--- src/common/tpg_pkg.sv ---
// Package for the down-converter output test pattern generator.
// Assumes one sample clock; all stream words are sixteen bits wide.
package tpg_pkg;

  // Register byte addresses
  localparam logic [7:0] TPG_ADDR_UA_LO   = 8'h33;
  localparam logic [7:0] TPG_ADDR_UA_HI   = 8'h34;
  localparam logic [7:0] TPG_ADDR_UB_LO   = 8'h35;
  localparam logic [7:0] TPG_ADDR_UB_HI   = 8'h36;
  localparam logic [7:0] TPG_ADDR_COMMON  = 8'h37;
  localparam logic [7:0] TPG_ADDR_DDC2    = 8'h38;
  localparam logic [7:0] TPG_ADDR_MODE    = 8'h39;
  localparam logic [7:0] TPG_ADDR_RESTART = 8'h3a;
  localparam logic [7:0] TPG_ADDR_DDC1    = 8'h3b;

  // Field layout and reset values
  localparam int         TPG_SEL_W       = 4;
  localparam int         TPG_I_LSB       = 0;
  localparam int         TPG_Q_LSB       = 4;
  localparam int         TPG_ALLOW_BIT   = 0;
  localparam int         TPG_PULSE_BIT   = 1;
  localparam int         TPG_MODE_BIT    = 0;
  localparam logic [7:0] TPG_RST_BYTE    = 8'h00;
  localparam logic [7:0] TPG_RD_ZERO     = 8'h00;

  // Stream layout
  localparam int         TPG_DW          = 16;
  localparam int         TPG_NS          = 4;
  localparam logic [15:0] TPG_W_ZERO     = 16'h0000;
  localparam logic [15:0] TPG_W_ONES     = 16'hffff;
  localparam logic [15:0] TPG_W_TOG_A    = 16'haaaa;
  localparam logic [15:0] TPG_W_TOG_B    = 16'h5555;
  localparam logic [15:0] TPG_W_DESKEW   = 16'hffff;
  localparam logic [15:0] TPG_RAMP_STEP  = 16'h0001;

  // Pattern codes
  typedef enum logic [3:0] {
    TPG_PAT_LIVE   = 4'b0000,
    TPG_PAT_ZERO   = 4'b0001,
    TPG_PAT_ONES   = 4'b0010,
    TPG_PAT_TOGGLE = 4'b0011,
    TPG_PAT_RAMP   = 4'b0100,
    TPG_PAT_SINGLE = 4'b0110,
    TPG_PAT_DOUBLE = 4'b0111,
    TPG_PAT_DESKEW = 4'b1000
  } tpg_code_e;

  typedef logic [15:0] tpg_word_t;

  // Four sample streams; first converter in the low half
  typedef struct packed {
    tpg_word_t d2q;
    tpg_word_t d2i;
    tpg_word_t d1q;
    tpg_word_t d1i;
  } tpg_streams_s;

endpackage

--- src/tpg_core.sv ---
// Test pattern generator for the four down-converter output streams.
// Assumes live samples arrive on sys_clk and software uses the byte port.
// Summary of operation
// - Upper nibble of second converter select register picks its Q stream pattern.
// - Lower nibble of second converter select register picks its I stream pattern.
// - Code 0000 passes live data, 0001 drives zeros, 0010 drives ones.
// - Code 0011 alternates 1010 and 0101 words every sample.
// - Code 0100 drives a ramp from 0 rising by one each cycle to 65535.
// - Code 0110 drives the first user word continuously.
// - Code 0111 alternates first and second user words each sample.
// - Code 1000 drives the all ones deskew word.
// - Shared mode bit 0 makes all streams follow the common select field.
// - Shared mode bit 1 makes each stream follow its own select field.
// - Restart bit high with restart allowed holds generators at their start.
// - Restart bit is ignored unless the allow bit is one.
// - Two sixteen-bit user words written as four byte registers, reset zero.
// - Common select field uses the same codes as per-stream fields.
//
// The strobed register port is this design's own decision.
`timescale 1ns/1ns
`default_nettype none

module tpg_core
  import tpg_pkg::*;
(
  // Clock and reset
  input  wire logic              sys_clk,
  input  wire logic              nrst,
  // Register port
  input  wire logic [7:0]        reg_addr,
  input  wire logic [7:0]        reg_wdata,
  input  wire logic              reg_wr,
  input  wire logic              reg_rd,
  output var  logic [7:0]        reg_rdata,
  // Sample streams
  input  wire tpg_pkg::tpg_streams_s live_in,
  output var  tpg_pkg::tpg_streams_s stream_out
);
  import tpg_pkg::*;

  // Register state
  logic [7:0]        ua_lo_q;
  logic [7:0]        ua_hi_q;
  logic [7:0]        ub_lo_q;
  logic [7:0]        ub_hi_q;
  logic [3:0]        common_q;
  logic [7:0]        ddc2_q;
  logic [7:0]        ddc1_q;
  logic              mode_q;
  logic              allow_q;
  logic              pulse_q;
  logic [7:0]        rdata_q;
  // Generator state
  logic [15:0]       ramp_q;
  logic [15:0]       ramp_d;
  logic              phase_q;
  logic              phase_d;
  tpg_streams_s      out_q;
  tpg_streams_s      out_d;

  // Write decode
  wire we_ua_lo   = reg_wr && (reg_addr == TPG_ADDR_UA_LO);
  wire we_ua_hi   = reg_wr && (reg_addr == TPG_ADDR_UA_HI);
  wire we_ub_lo   = reg_wr && (reg_addr == TPG_ADDR_UB_LO);
  wire we_ub_hi   = reg_wr && (reg_addr == TPG_ADDR_UB_HI);
  wire we_common  = reg_wr && (reg_addr == TPG_ADDR_COMMON);
  wire we_ddc2    = reg_wr && (reg_addr == TPG_ADDR_DDC2);
  wire we_ddc1    = reg_wr && (reg_addr == TPG_ADDR_DDC1);
  wire we_mode    = reg_wr && (reg_addr == TPG_ADDR_MODE);
  wire we_restart = reg_wr && (reg_addr == TPG_ADDR_RESTART);

  wire tpg_word_t user_a = {ua_hi_q, ua_lo_q};
  wire tpg_word_t user_b = {ub_hi_q, ub_lo_q};

  // Read mux; reserved bits and unmapped addresses give zero
  wire logic [7:0] rd_mux =
    (reg_addr == TPG_ADDR_UA_LO)   ? ua_lo_q :
    (reg_addr == TPG_ADDR_UA_HI)   ? ua_hi_q :
    (reg_addr == TPG_ADDR_UB_LO)   ? ub_lo_q :
    (reg_addr == TPG_ADDR_UB_HI)   ? ub_hi_q :
    (reg_addr == TPG_ADDR_COMMON)  ? {4'h0, common_q} :
    (reg_addr == TPG_ADDR_DDC2)    ? ddc2_q :
    (reg_addr == TPG_ADDR_DDC1)    ? ddc1_q :
    (reg_addr == TPG_ADDR_MODE)    ? {7'h00, mode_q} :
    (reg_addr == TPG_ADDR_RESTART) ? {6'h00, pulse_q, allow_q} :
                                     TPG_RD_ZERO;
  wire logic [7:0] rdata_d = reg_rd ? rd_mux : TPG_RD_ZERO;

  always_ff @(posedge sys_clk)
  begin
    if (!nrst)
    begin
      ua_lo_q <= TPG_RST_BYTE;
      ua_hi_q <= TPG_RST_BYTE;
      ub_lo_q <= TPG_RST_BYTE;
      ub_hi_q <= TPG_RST_BYTE;
    end
    else
    begin
      if (we_ua_lo) ua_lo_q <= reg_wdata;
      if (we_ua_hi) ua_hi_q <= reg_wdata;
      if (we_ub_lo) ub_lo_q <= reg_wdata;
      if (we_ub_hi) ub_hi_q <= reg_wdata;
    end
  end

  // Select, mode and restart control
  always_ff @(posedge sys_clk)
  begin
    if (!nrst)
    begin
      common_q <= TPG_RST_BYTE[3:0];
      ddc2_q   <= TPG_RST_BYTE;
      ddc1_q   <= TPG_RST_BYTE;
      mode_q   <= 1'b0;
      allow_q  <= 1'b0;
      pulse_q  <= 1'b0;
      rdata_q  <= TPG_RST_BYTE;
    end
    else
    begin
      if (we_common) common_q <= reg_wdata[TPG_SEL_W-1:0];
      if (we_ddc2)   ddc2_q   <= reg_wdata;
      if (we_ddc1)   ddc1_q   <= reg_wdata;
      if (we_mode)   mode_q   <= reg_wdata[TPG_MODE_BIT];
      if (we_restart)
      begin
        allow_q <= reg_wdata[TPG_ALLOW_BIT];
        pulse_q <= reg_wdata[TPG_PULSE_BIT];
      end
      rdata_q <= rdata_d;
    end
  end

  wire gen_clr = pulse_q && allow_q;

  assign ramp_d  = gen_clr ? TPG_W_ZERO : tpg_word_t'(ramp_q + TPG_RAMP_STEP);
  assign phase_d = gen_clr ? 1'b0 : ~phase_q;

  always_ff @(posedge sys_clk)
  begin
    if (!nrst)
    begin
      ramp_q  <= TPG_W_ZERO;
      phase_q <= 1'b0;
      out_q   <= '0;
    end
    else
    begin
      ramp_q  <= ramp_d;
      phase_q <= phase_d;
      out_q   <= out_d;
    end
  end

  // Pattern word for one stream
  function automatic tpg_word_t tpg_pick(input logic [3:0] code,
                                         input tpg_word_t  live,
                                         input tpg_word_t  ramp,
                                         input tpg_word_t  ua,
                                         input tpg_word_t  ub,
                                         input logic       ph);
    case (code)
      TPG_PAT_ZERO:   tpg_pick = TPG_W_ZERO;
      TPG_PAT_ONES:   tpg_pick = TPG_W_ONES;
      TPG_PAT_TOGGLE: tpg_pick = ph ? TPG_W_TOG_B : TPG_W_TOG_A;
      TPG_PAT_RAMP:   tpg_pick = ramp;
      TPG_PAT_SINGLE: tpg_pick = ua;
      TPG_PAT_DOUBLE: tpg_pick = ph ? ub : ua;
      TPG_PAT_DESKEW: tpg_pick = TPG_W_DESKEW;
      default:        tpg_pick = live;
    endcase
  endfunction

  // Per-stream select fields, index 0 is first converter I
  wire logic [TPG_NS-1:0][3:0] own_sel = {
    // second converter Q and I nibbles
    ddc2_q[TPG_Q_LSB +: TPG_SEL_W], ddc2_q[TPG_I_LSB +: TPG_SEL_W],
    ddc1_q[TPG_Q_LSB +: TPG_SEL_W], ddc1_q[TPG_I_LSB +: TPG_SEL_W]};
  wire logic [TPG_NS-1:0][TPG_DW-1:0] live_v = live_in;
  logic [TPG_NS-1:0][3:0]        eff_sel;
  logic [TPG_NS-1:0][TPG_DW-1:0] pat_v;

  genvar gi;
  generate
    for (gi = 0; gi < TPG_NS; gi++)
    begin : g_stream
      assign eff_sel[gi] = mode_q ? own_sel[gi] : common_q;
      assign pat_v[gi]   = tpg_pick(eff_sel[gi], live_v[gi], ramp_q,
                                    user_a, user_b, phase_q);
    end
  endgenerate

  assign out_d      = pat_v;
  assign stream_out = out_q;
  assign reg_rdata  = rdata_q;

  // Checks start one cycle after reset so $past never sees reset values
  logic              armed_q;

  always_ff @(posedge sys_clk)
  begin
    armed_q <= nrst;
  end
endmodule

`default_nettype wire

--- config.mk ---
export PLATFORM = sky130hd
export DESIGN_NAME = tpg_core
export DESIGN_NICKNAME = d
export VERILOG_FILES = /design/src/common/tpg_pkg.sv /design/src/tpg_core.sv
export SDC_FILE = /design/constraint.sdc
export NUM_CORES = 1
export LEC_CHECK = 0
export BUFFER_PORTS_ARGS = -buffer_cell sky130_fd_sc_hd__buf_2
export CAP_MARGIN = 20
export CORE_ASPECT_RATIO = 0.5
export CORE_MARGIN = 2
export CORE_UTILIZATION = 30
export CTS_BUF_LIST = sky130_fd_sc_hd__clkbuf_8
export CTS_CLUSTER_DIAMETER = 30
export DETAILED_ROUTE_END_ITERATION = 6
export HOLD_SLACK_MARGIN = 0.1
export PLACE_DENSITY = 0.56
export SETUP_SLACK_MARGIN = 0.2
export SYNTH_ARGS = -nofsm -noshare
export SYNTH_HDL_FRONTEND = slang
export SYNTH_SLANG_ARGS = --single-unit
--- constraint.sdc ---
create_clock -name sys_clk -period 3.3 [get_ports sys_clk]
set_clock_uncertainty 0.2 [all_clocks]
set_input_delay 0.66 -clock sys_clk [delete_from_list [all_inputs] [get_ports sys_clk]]
set_output_delay 0.66 -clock sys_clk [all_outputs]
set_load 0.02 [all_outputs]
# After elaboration in Yosys (flattened, before gate mapping)

Cells that the tools add are included.

Flip-flop bits (word level): 144
Bits of input ports: 84
Output and inout port bits: 72
Word-level logic and storage cells: 92

$add $sub $neg: 1
Equality and inequality tests: 37
Muxes and demuxes: 19
Bitwise operators: 2
Reduce and logical (&&, ||, !) cells: 16

Operators by type and width:

| operator              | number |
|---|---|
| $pmux 16 s6           | 4 |
| $eq 8x6->1 const B    | 9 |
| $mux 8                | 7 |
| $eq 4x3->1 const B    | 12 |
| $eq 4x2->1 const B    | 8 |
| $mux 16               | 2 |
| $add 16x1->16 const B | 1 |
| $eq 4x1->1 const B    | 4 |
| $eq 4x4->1 const B    | 4 |
| $mux 4                | 4 |
| $logic_and 1x1->1     | 10 |
| $reduce_or 2->1       | 5 |
| $mux 2                | 2 |
| $not 1->1             | 2 |
| $reduce_and 2->1      | 1 |

# Logic depth before layout (Yosys ltp)

Gate-level depths: netlist (run 1).

Depth after elaboration: 10
Depth in mapped cells: 8
Depth with buffers taken out: 5

# Worst setup path before layout (run 1)

Ideal clock, no wire load.

Kind: input to register
From: input port reg_addr[6]
To: register ua_lo_q[0]
Setup time: 0.128 ns
Data arrival time: 2.067 ns
Required time: 2.972 ns
Slack: 0.905 ns
Cell stages on the path: 5
Buffers on the path: 1
Cell sequence: nand4bb_1 -> buf_2 -> nor4_2 -> mux2i_1 -> nor2_1

Word-level cells in the longest chain between the ends: 2

Ends and longest elaborated chain:

| what                 | line            | RTL |
|---|---|---|
| start, declared      | tpg_core.sv:30  | `input wire logic [7:0] reg_addr,` |
| $eq 8x6->1           | tpg_core.sv:62  | `wire we_ua_lo = reg_wr && (reg_addr == TPG_ADDR_UA_LO);` |
| $logic_and 1x1->1    | tpg_core.sv:62  |  |
| end signal, assigned | tpg_core.sv:100 | `if (we_ua_lo) ua_lo_q <= reg_wdata;` |
| end, declared        | tpg_core.sv:42  | `logic [7:0] ua_lo_q;` |

No other way between the ends.
A chain may end at the register's enable or synchronous reset.

# Worst setup path in the final report (run 1)

From: register mode_q
To: register out_q, in the netlist stream_out[23]

Word-level cells in the longest chain between the ends: 4
Elaborated cells between the ends (all ways): 10
Classes of those cells: eq/ne (7); mux (2); reduce/logical (1)

Ends and longest elaborated chain:

| what                                     | line            | RTL |
|---|---|---|
| start, declared                          | tpg_core.sv:49  | `logic mode_q;` |
| start signal, assigned                   | tpg_core.sv:125 | `if (we_mode) mode_q <= reg_wdata[TPG_MODE_BIT];` |
| $mux 4 *                                 | tpg_core.sv:188 | `assign eff_sel[gi] = mode_q ? own_sel[gi] : common_q;` |
| $eq 4x4->1 or $eq 4x2->1 (tied branches) | tpg_core.sv:163 | `case (code)` |
| $reduce_or 2->1 (no line)                | --              |  |
| $pmux 16 s6 *                            | tpg_core.sv:163 |  |
| end signal, assigned                     | tpg_core.sv:152 | `out_q <= out_d;` |
| end, declared                            | tpg_core.sv:58  | `tpg_streams_s out_q;` |

Mark *: on every way between the ends. The rest lies on a longest branch, timed or not.

==> impl_metrics.toml, run 1 <==
[logic_synthesis]
synth_cell_types = 63
seq_area_frac_synth_pct = 34.0
synth_nets = 1049
postSynthAreaPerCell_um2 = 8.78
yosysWarningCount = 0
synth-seq-cells = 144
synth_edf_count = 0
async_flop_share_pct = 0
ys.flop_type = "dfxtp_1"
netlist_area_um2 = 8470
synth_top_area_share_pct = 34.0
synthCells = 964
synth_area_leader_cell = "dfxtp_1"
synth_top_cells_by_area = "dfxtp_1 34%, mux2i_1 17%, a221oi_1 5.3%, mux2_2 3.5%, nor2_1 3.4%"

[global_route]
grt_max_degree = 34
grt_pass1_wl_um = 47300
grt_antenna_before_repair = 1
grt_pass1_vias = 7610
grt.total_usage_pct = 21.2
grt_overflow = 0

[route]
wl_met2_um = 12600
vias = 8208
wl_per_cell_um = 21.5
final_antenna_net_count = 0
routed_wl_um = 31600
drc = 0
drtIter0Drc = 936
dr.max_layer_used = "met5"
wl_met1_um = 15400
dr_wl_met3_um = 2830
viasPerCell = 5.58
first_pass_iters = 5

[layout]
diodes = 0
drive_gt1_share_pct = 25.0
instances_no_fill = 1470
post-route-util_pct = 35.8
design_area_um2 = 9920
fill_cells = 2822
multi_input_area_um2 = 4950
seqCellArea_um2 = 2880
final_nets = 1160
area_growth_pct = 17.2

[timing]
fin_tns_setup_ps = 0
drv_slew = 0
fin_hold_ws_ps = 214
layout_setup_ws_ps = 535
finalCriticalPeriod_ps = 2760
rsz0062_at_grt = "false"
max_freq_mhz = 362
fin_crit_sh_pct = 83.8
max-slew-margin-rel_pct = 34.7
worst_pin_slew_ps = 967
setup_violations = 0
hold_viol = 0

[cts]
clk_latency_ps = 500
numCtsBuffers = 17
clock-sinks = 144
cts_root_buf = "clkbuf_8"
cts.path.max_buffers = 2
cts_setup_buffers = 0
postCtsHoldBufs = 0
cts_resized = 0
h-tree-depth = 4
cts_tree = "built"
clkTransAtPathRegs_ps = 80

[placed_design]
pre_cts_slack_ps = 349
gp_congestion = 0.930
dpl.hpwl_um = 24000
port_buffers = 155
placed_cell_area_um2 = 9530
dpl.cell_count = 1438

[critical_path]
cp-end-kind = "flop"
crit_path_start_kind = "flop"
critPathKind = "reg -> reg"
worstPathRequired_ps = 3460
crit_path_max_fanout = 25
crit_arrival_ps = 2920

[flow_run]
drv_cap = 0

[worst_hold_path]
min_path_type = "in -> reg"

[power_and_ir_drop]
fin_total_pwr_mw = 3.59
peakVddDrop_mv = 0.264
p_per_area_nw_per_um2 = 362
p_leak_nw = 3.80

[floorplan]
die_x_um = 242
rows = 43
pin_count = 156
die_h_um = 123
core_um2 = 27700
die-area_um2 = 29700
initial_core_util_pct = 30.6

[run_status]
outcome = "completed"
## Yosys cell counts (7+ instances only)
cell,count
dfxtp_1,144
nor2_1,77
buf_2,11
nand2b_1,22
nand2_1,35
a21oi_1,49
o2bb2ai_1,16
nand3b_1,7
o21ai_0,46
o221a_2,18
nor3_1,10
a221oi_1,51
inv_1,58
mux2i_1,146
clkbuf_1,60
xnor2_1,11
nand3_1,12
a32oi_1,23
mux2_2,26
o22ai_1,35
buf_1,14
## cell families (layout without fill, tap and decap cells)
group / Yosys count / count (layout) / synth area share, %
AO/OA/AOI/OAI: 272 / 272 / 23.4
XOR/XNOR: 13 / 13 / 1.34
adder cells (fa/ha/maj): 1 / 1 / 0.148
buffers and inverters: 151 / 275 / 7.48
flip-flops: 144 / 144 / 34.0
multiplexers: 174 / 174 / 21.2
AND/OR/NAND/NOR: 209 / 209 / 12.4
## placed cells by master (no fill, tap or decap), types with 7 or more instances in the layout
master / instances
nand3b_1: 7
o22ai_1: 35
nand2_1: 35
xnor2_1: 11
a21oi_1: 49
o21ai_0: 46
a221oi_1: 51
clkbuf_8: 17
inv_1: 57
o2bb2ai_1: 16
nor2_1: 77
mux2_2: 26
a32oi_1: 23
dfxtp_1: 144
mux2i_1: 146
nand3_1: 12
buf_2: 155
o221a_2: 18
nor3_1: 10
buf_4: 30
nand2b_1: 22
## worst max-delay path, cell delays in order, from the launching register on
cell and delay (ps):
dfxtp_1 540, buf_4 350, nand3b_1 660, buf_4 310, a21oi_1 80, o21ai_0 350, a221oi_1 130
## final cells by class
type | count | area share, %
multi-input cells | 669 | 49.9
flip-flops and latches | 144 | 29.1
well taps | 382 | 4.82
inverters | 58 | 2.19
clock inverters | 15 | 1.60
repair buffers | 185 | 10.1
clock buffers | 17 | 2.36
## final timing paths
kind,endpoint,slack [ps],from,cells after the start
setup reg to reg,stream_out[23]$_SDFF_PN0_,540,mode_q$_SDFFE_PN0P_,6
hold / removal,stream_out[48]$_SDFF_PN0_,210,live_in[48],3
setup / recovery,stream_out[23]$_SDFF_PN0_,540,mode_q$_SDFFE_PN0P_,6
hold reg to reg,allow_q$_SDFFE_PN0P_,350,allow_q$_SDFFE_PN0P_,2
## flip-flops by register name, summed over array words and instances (netlist names), 4 cells and up
signal / count
reg_rdata: 8
ub_hi_q: 8
ddc2_q: 8
ua_lo_q: 8
ub_lo_q: 8
stream_out: 64
ua_hi_q: 8
common_q: 4
ramp_q: 16
ddc1_q: 8
## power breakdown
group          leakage (nW)  switching (mW)  internal (mW)
logic                  2.43           0.204          0.131
clock network         0.193           0.771          0.677
registers              1.18          0.0268           1.78
total                  3.80            1.00           2.59
## layer usage
layer | vias up | track usage, %
li1 | 3816 | -
met5 | - | 0
met2 | 349 | 29.3
met3 | 50 | 6.65
met1 | 3991 | 30.5
met4 | 2 | 7.30
Power figures use the tool's default switching activity.
==> run 2: changes to the inputs <==
Settings changed: PLACE_DENSITY 0.56 to 0.58.
Clock period 3.3 ns to 2.5 ns, I/O delays scaled along.
==> run 2 against run 1 <==
  * Sequential share of layout area down 3.3 points
  * Maximum frequency up 22%
  * Global-route usage rose by 1.6 points
  * Hold slack worse by 80 ps
  * Non-clock buffer count grew 119
  * Cell area grew 13%
  * Clock power rose by 47%
  * Final cell count grew 8.1%
  * Die area unchanged
  * Clock-buffer cell count stayed put
  * Worst setup slack worse by 300 ps
  * Critical endpoint is now stream_out[39]$_SDFF_PN0_
  * Highest routed layer unchanged
==> impl_metrics.toml, run 2 (synthesis gave the netlist of run 1 again) <==
[layout]
largest_reg_flops = 64
area_growth_pct = 32.3
drive_gt1_share_pct = 28.7
instances_no_fill = 1589
design_area_um2 = 11200
final_common_cell = "buf_2"
fill_cells = 2726
post-route-util_pct = 40.4
final_nets = 1279
diodes = 0
final_cell_mix = "155 x buf_2, 146 x mux2i_1, 142 x dfxtp_1"

[power_and_ir_drop]
peakVddDrop_mv = 0.348
fin_total_pwr_mw = 5.06
p_per_area_nw_per_um2 = 452
p_leak_nw = 4.41

[route]
drc = 0
viasPerCell = 5.50
wl_per_cell_um = 21.2
vias = 8739
drtIter0Drc = 959
routed_wl_um = 33700
first_pass_iters = 5
final_antenna_net_count = 0

[cts]
h-tree-depth = 4
clk_latency_ps = 500
clock-sinks = 144
cts_tree = "built"
numCtsBuffers = 17
cts.path.max_buffers = 2
clkTransAtPathRegs_ps = 90
cts_root_buf = "clkbuf_8"

[critical_path]
cp-end-kind = "flop"
critPathKind = "reg -> reg"
crit_arrival_ps = 2500
crit_path_max_fanout = 17
critPathSlowestCell = "or3b_4"
crit_path_start_kind = "flop"
worstPathRequired_ps = 2740
path_cells = "buf_12, or3b_4, buf_6, a211oi_4, buf_4, o2bb2ai_1, o221a_2"
critical-path-max-stage-delay_ps = 410

[flow_run]
drv_cap = 0

[placed_design]
dpl.hpwl_um = 24600
port_buffers = 155
placed_cell_area_um2 = 9990
dpl.cell_count = 1493
gp_congestion = 0.969
pre_cts_slack_ps = 58.2

[global_route]
grt_pass1_vias = 8470
grt_antenna_before_repair = 2
grt.total_usage_pct = 22.8
grt_overflow = 0
grt_max_degree = 72
grt_pass1_wl_um = 51100

[timing]
max_freq_mhz = 441
hold_viol = 0
fin_tns_setup_ps = 0
worst_pin_slew_ps = 710
setup_violations = 0
layout_setup_ws_ps = 234
fin_crit_sh_pct = 90.6
finalCriticalPeriod_ps = 2270
rsz0062_at_grt = "true"
max-slew-margin-rel_pct = 52.3
drv_slew = 0
fin_hold_ws_ps = 135

[run_status]
outcome = "completed"

[floorplan]
die_x_um = 242
die_h_um = 123
die-area_um2 = 29700
initial_core_util_pct = 30.6
core_um2 = 27700
rows = 43
pin_count = 156

[worst_hold_path]
min_path_type = "in -> reg"
run 2: cell count changes in the layout (fill, tap and decap cells not counted), moves of 4 or more:
| cell | previous run | this run |
|---|---|---|
| dlygate4sd3_1 | 0 | 62 |
| buf_4 | 30 | 79 |
| a221oi_1 | 51 | 46 |
| a221oi_2 | 0 | 5 |
| buf_12 | 0 | 4 |
| buf_6 | 0 | 4 |
run 2: report_power, final:
group          total (mW)  switching (mW)  internal, mW  leakage (nW)
Sequential           2.38          0.0314          2.35          1.18
Clock                2.13            1.03          1.10         0.221
Combinational       0.547           0.296         0.250          3.01
run 2: cell type report:
class	count	area [um2]	area share, %
clock inverters	15	208	1.85
clock buffers	17	234	2.09
inverters	58	218	1.94
flip-flops and latches	144	2890	25.8
well taps	382	478	4.27
multi-input cells	669	5060	45.2
repair buffers	304	2110	18.9
run 2: final timing paths:
check	from	endpoint	slack (ps)	depth (start not counted)
max reg2reg	mode_q$_SDFFE_PN0P_	stream_out[39]$_SDFF_PN0_	230	7
max	mode_q$_SDFFE_PN0P_	stream_out[39]$_SDFF_PN0_	230	7
min reg2reg	pulse_q$_SDFFE_PN0P_	pulse_q$_SDFFE_PN0P_	350	2
min	reg_wdata[7]	ub_lo_q[7]$_SDFFE_PN0P_	130	3
run 2: worst max-delay path, delay by kind of cell (launching register included):
kind / cells / cell delay [ps]
AOI/OAI and AO/OA: 3 / 690
buffers and inverters: 3 / 540
DFF: 1 / 370
and+or+nand+nor: 1 / 410
run 2: repair_timing:
item | in CTS | in global routing
pin swaps | 1 | 6
setup buffers | 0 | 2
endpoints found under the setup margin | 54 | 63
cloned | 0 | 0
hold endpoints to repair | 62 | 0
hold buffers | 62 | 0
resized for setup | 9 | 18
run 2: metal layers:
metal	share of wire (%)	routed length [um]	track usage, %
met3	8.4	2820	5.93
met5	0.033	11	0
met1	47	15900	32.2
met2	43	14500	34.8
met4	1.2	398	4.89
==> run 3: changes to the inputs <==
Settings changed: ABC_AREA from default to 1.
==> run 3 against run 2 <==
  * Clock-buffer cell count rose by 2
  * Non-clock buffer count fell by 85
  * Worst setup slack better by 27 ps
  * First-iteration DRC count grew 0.63%
  * Cell area fell by 9.6%
  * Critical endpoint is now stream_out[44]$_SDFF_PN0_
==> impl_metrics.toml, run 3 <==
[run_status]
outcome = "completed"

[placed_design]
gp_congestion = 0.929
dpl.hpwl_um = 22300
pre_cts_slack_ps = 184
port_buffers = 155

[timing]
fin_tns_setup_ps = 0
max-slew-margin-rel_pct = 32.5
hold_viol = 0
finalCriticalPeriod_ps = 2240
layout_setup_ws_ps = 261
worst_pin_slew_ps = 1000
drv_slew = 0
rsz0062_at_grt = "true"
max_freq_mhz = 447
fin_crit_sh_pct = 89.6
setup_violations = 0

[route]
viasPerCell = 4.87
final_antenna_net_count = 0
vias = 8870
first_pass_iters = 6
drtIter0Drc = 965
routed_wl_um = 30500
drc = 0
wl_per_cell_um = 16.7

[logic_synthesis]
synth_area_leader_cell = "dfxtp_1"
ys.flop_type = "dfxtp_1"
synth_nets = 1361
netlist_area_um2 = 8070
synth-seq-cells = 144
ys_top_cells_by_count = "394 x nand2_1, 154 x inv_1, 144 x dfxtp_1, 129 x a21oi_1, 118 x nand3_1"
yosysMostFrequentCell = "nand2_1"
yosysWarningCount = 0
synth_top_cells_by_area = "dfxtp_1 36%, nand2_1 18%, a21oi_1 8.0%, nand3_1 7.3%, inv_1 7.2%"
synth_edf_count = 0
synth_cell_types = 35
synth_top_area_share_pct = 35.7
synthCells = 1276
postSynthAreaPerCell_um2 = 6.32
seq_area_frac_synth_pct = 35.7
async_flop_share_pct = 0

[critical_path]
cp-end-kind = "flop"
critPathSlowestCell = "o21ai_0"
critPathKind = "reg -> reg"
r2r_start = "ua_hi_q[4]$_SDFFE_PN0P_"
crit_path_start_kind = "flop"
rrSetupSlack_ps = 260
crit_path_max_fanout = 5
critical-path-max-stage-delay_ps = 800
cp-startpoint = "ua_hi_q[4]$_SDFFE_PN0P_"
crit_arrival_ps = 2430
path_cells = "inv_1, o21ai_0, nand2_1, nand3_1, nor2_1, a21oi_1"
worstPathRequired_ps = 2690

[power_and_ir_drop]
p_leak_nw = 4.63
peakVddDrop_mv = 0.303
p_per_area_nw_per_um2 = 480

[global_route]
grt.total_usage_pct = 21.7
grt_pass1_wl_um = 46900
grt_antenna_before_repair = 0
grt_pass1_vias = 8067
grt_overflow = 0
grt_max_degree = 84

[cts]
clkTransAtPathRegs_ps = 90
cts_tree = "built"
clk_latency_ps = 490
cts.path.max_buffers = 2
cts_root_buf = "clkbuf_8"
clock-sinks = 144
numCtsBuffers = 17
h-tree-depth = 4

[layout]
final_common_cell = "nand2_1"
largest_reg_flops = 64
post-route-util_pct = 38.3
fill_cells = 2867
seqCellArea_um2 = 2880
final_nets = 1543
drive_gt1_share_pct = 19.0
area_growth_pct = 25.5
final_cell_mix = "393 x nand2_1, 155 x inv_1, 155 x buf_2"
diodes = 0
multi_input_area_um2 = 4300

[floorplan]
pin_count = 156
die_h_um = 120
rows = 42
die_x_um = 236
die-area_um2 = 28300
initial_core_util_pct = 30.5
core_um2 = 26400

[flow_run]
drv_cap = 0

[worst_hold_path]
min_path_type = "in -> reg"
hp-start = "live_in[49]"
## run 3: cell types whose count changed after synthesis, sizes merged, moves of 80 or more
cell,delta
nand3,+106
inv,+102
nand2,+373
a21oi,+80
mux2i,-146
## run 3: area by class of cell
type | count | share of cell area [%]
flip-flops and latches | 144 | 28.5
multi-input cells | 915 | 42.4
repair buffers | 219 | 14.8
clock buffers | 19 | 2.58
clock inverters | 12 | 1.41
well taps | 352 | 4.35
inverters | 161 | 5.99
## run 3: through the flow
| step | hold slack (ps) | power (mW) | instance area [um2] | std cells |
|---|---|---|---|---|
| floorplan | 237 | 2.69 | 8070 | 1276 |
| global placement | 258 | 2.89 | 9130 | 1746 |
| detailed placement | 259 | 2.89 | 9130 | 1746 |
| CTS | 100 | 4.89 | 9840 | 1807 |
| global route | 133 | 5.05 | 10100 | 1822 |
| finish | 114 | 4.86 | 10100 | 1822 |
## run 3: worst paths after layout
kind | to | cells past startpoint
max | stream_out[44]$_SDFF_PN0_ | 6
min | stream_out[49]$_SDFF_PN0_ | 5
max reg2reg | stream_out[44]$_SDFF_PN0_ | 6
min reg2reg | allow_q$_SDFFE_PN0P_ | 2
## run 3: logic make-up after synthesis
family                     Yosys count  share of synthesized area [%]
AOI/OAI and AO/OA                  238                           16.1
and+or+nand+nor                    675                           36.0
DFF                                144                           35.7
buffers and inverters              217                           11.9
xor gates and xnor gates             1                          0.109
adders and majority gates            1                          0.155
## run 3: worst max-delay path: cells and delay by family, from the launching register on
kind                   cells  cell delay [ps]
buffers and inverters      1              140
AOI/OAI and AO/OA          2              960
DFF                        1              560
and+or+nand+nor            3              280
## run 3: repair_timing
item,in CTS,in global routing
endpoints found under the hold margin,30,0
setup endpoints to repair,0,56
setup buffers,0,15
gates resized for setup,0,16
hold buffers,30,0
## run 3: power by group
| part | internal (mW) | switching, mW |
|---|---|---|
| Sequential | 2.36 | 0.0289 |
| Clock | 1.02 | 0.960 |
| Combinational | 0.189 | 0.303 |
## run 3: routing by layer
metal / share of wire (%) / track usage, % / vias to the layer above
met3: 9.4 / 4.42 / 44
met4: 2.0 / 6.85 / 0
li1: - / - / 4406
met2: 43 / 33.4 / 366
met5: 0 / 0 / -
met1: 45 / 30.4 / 4054
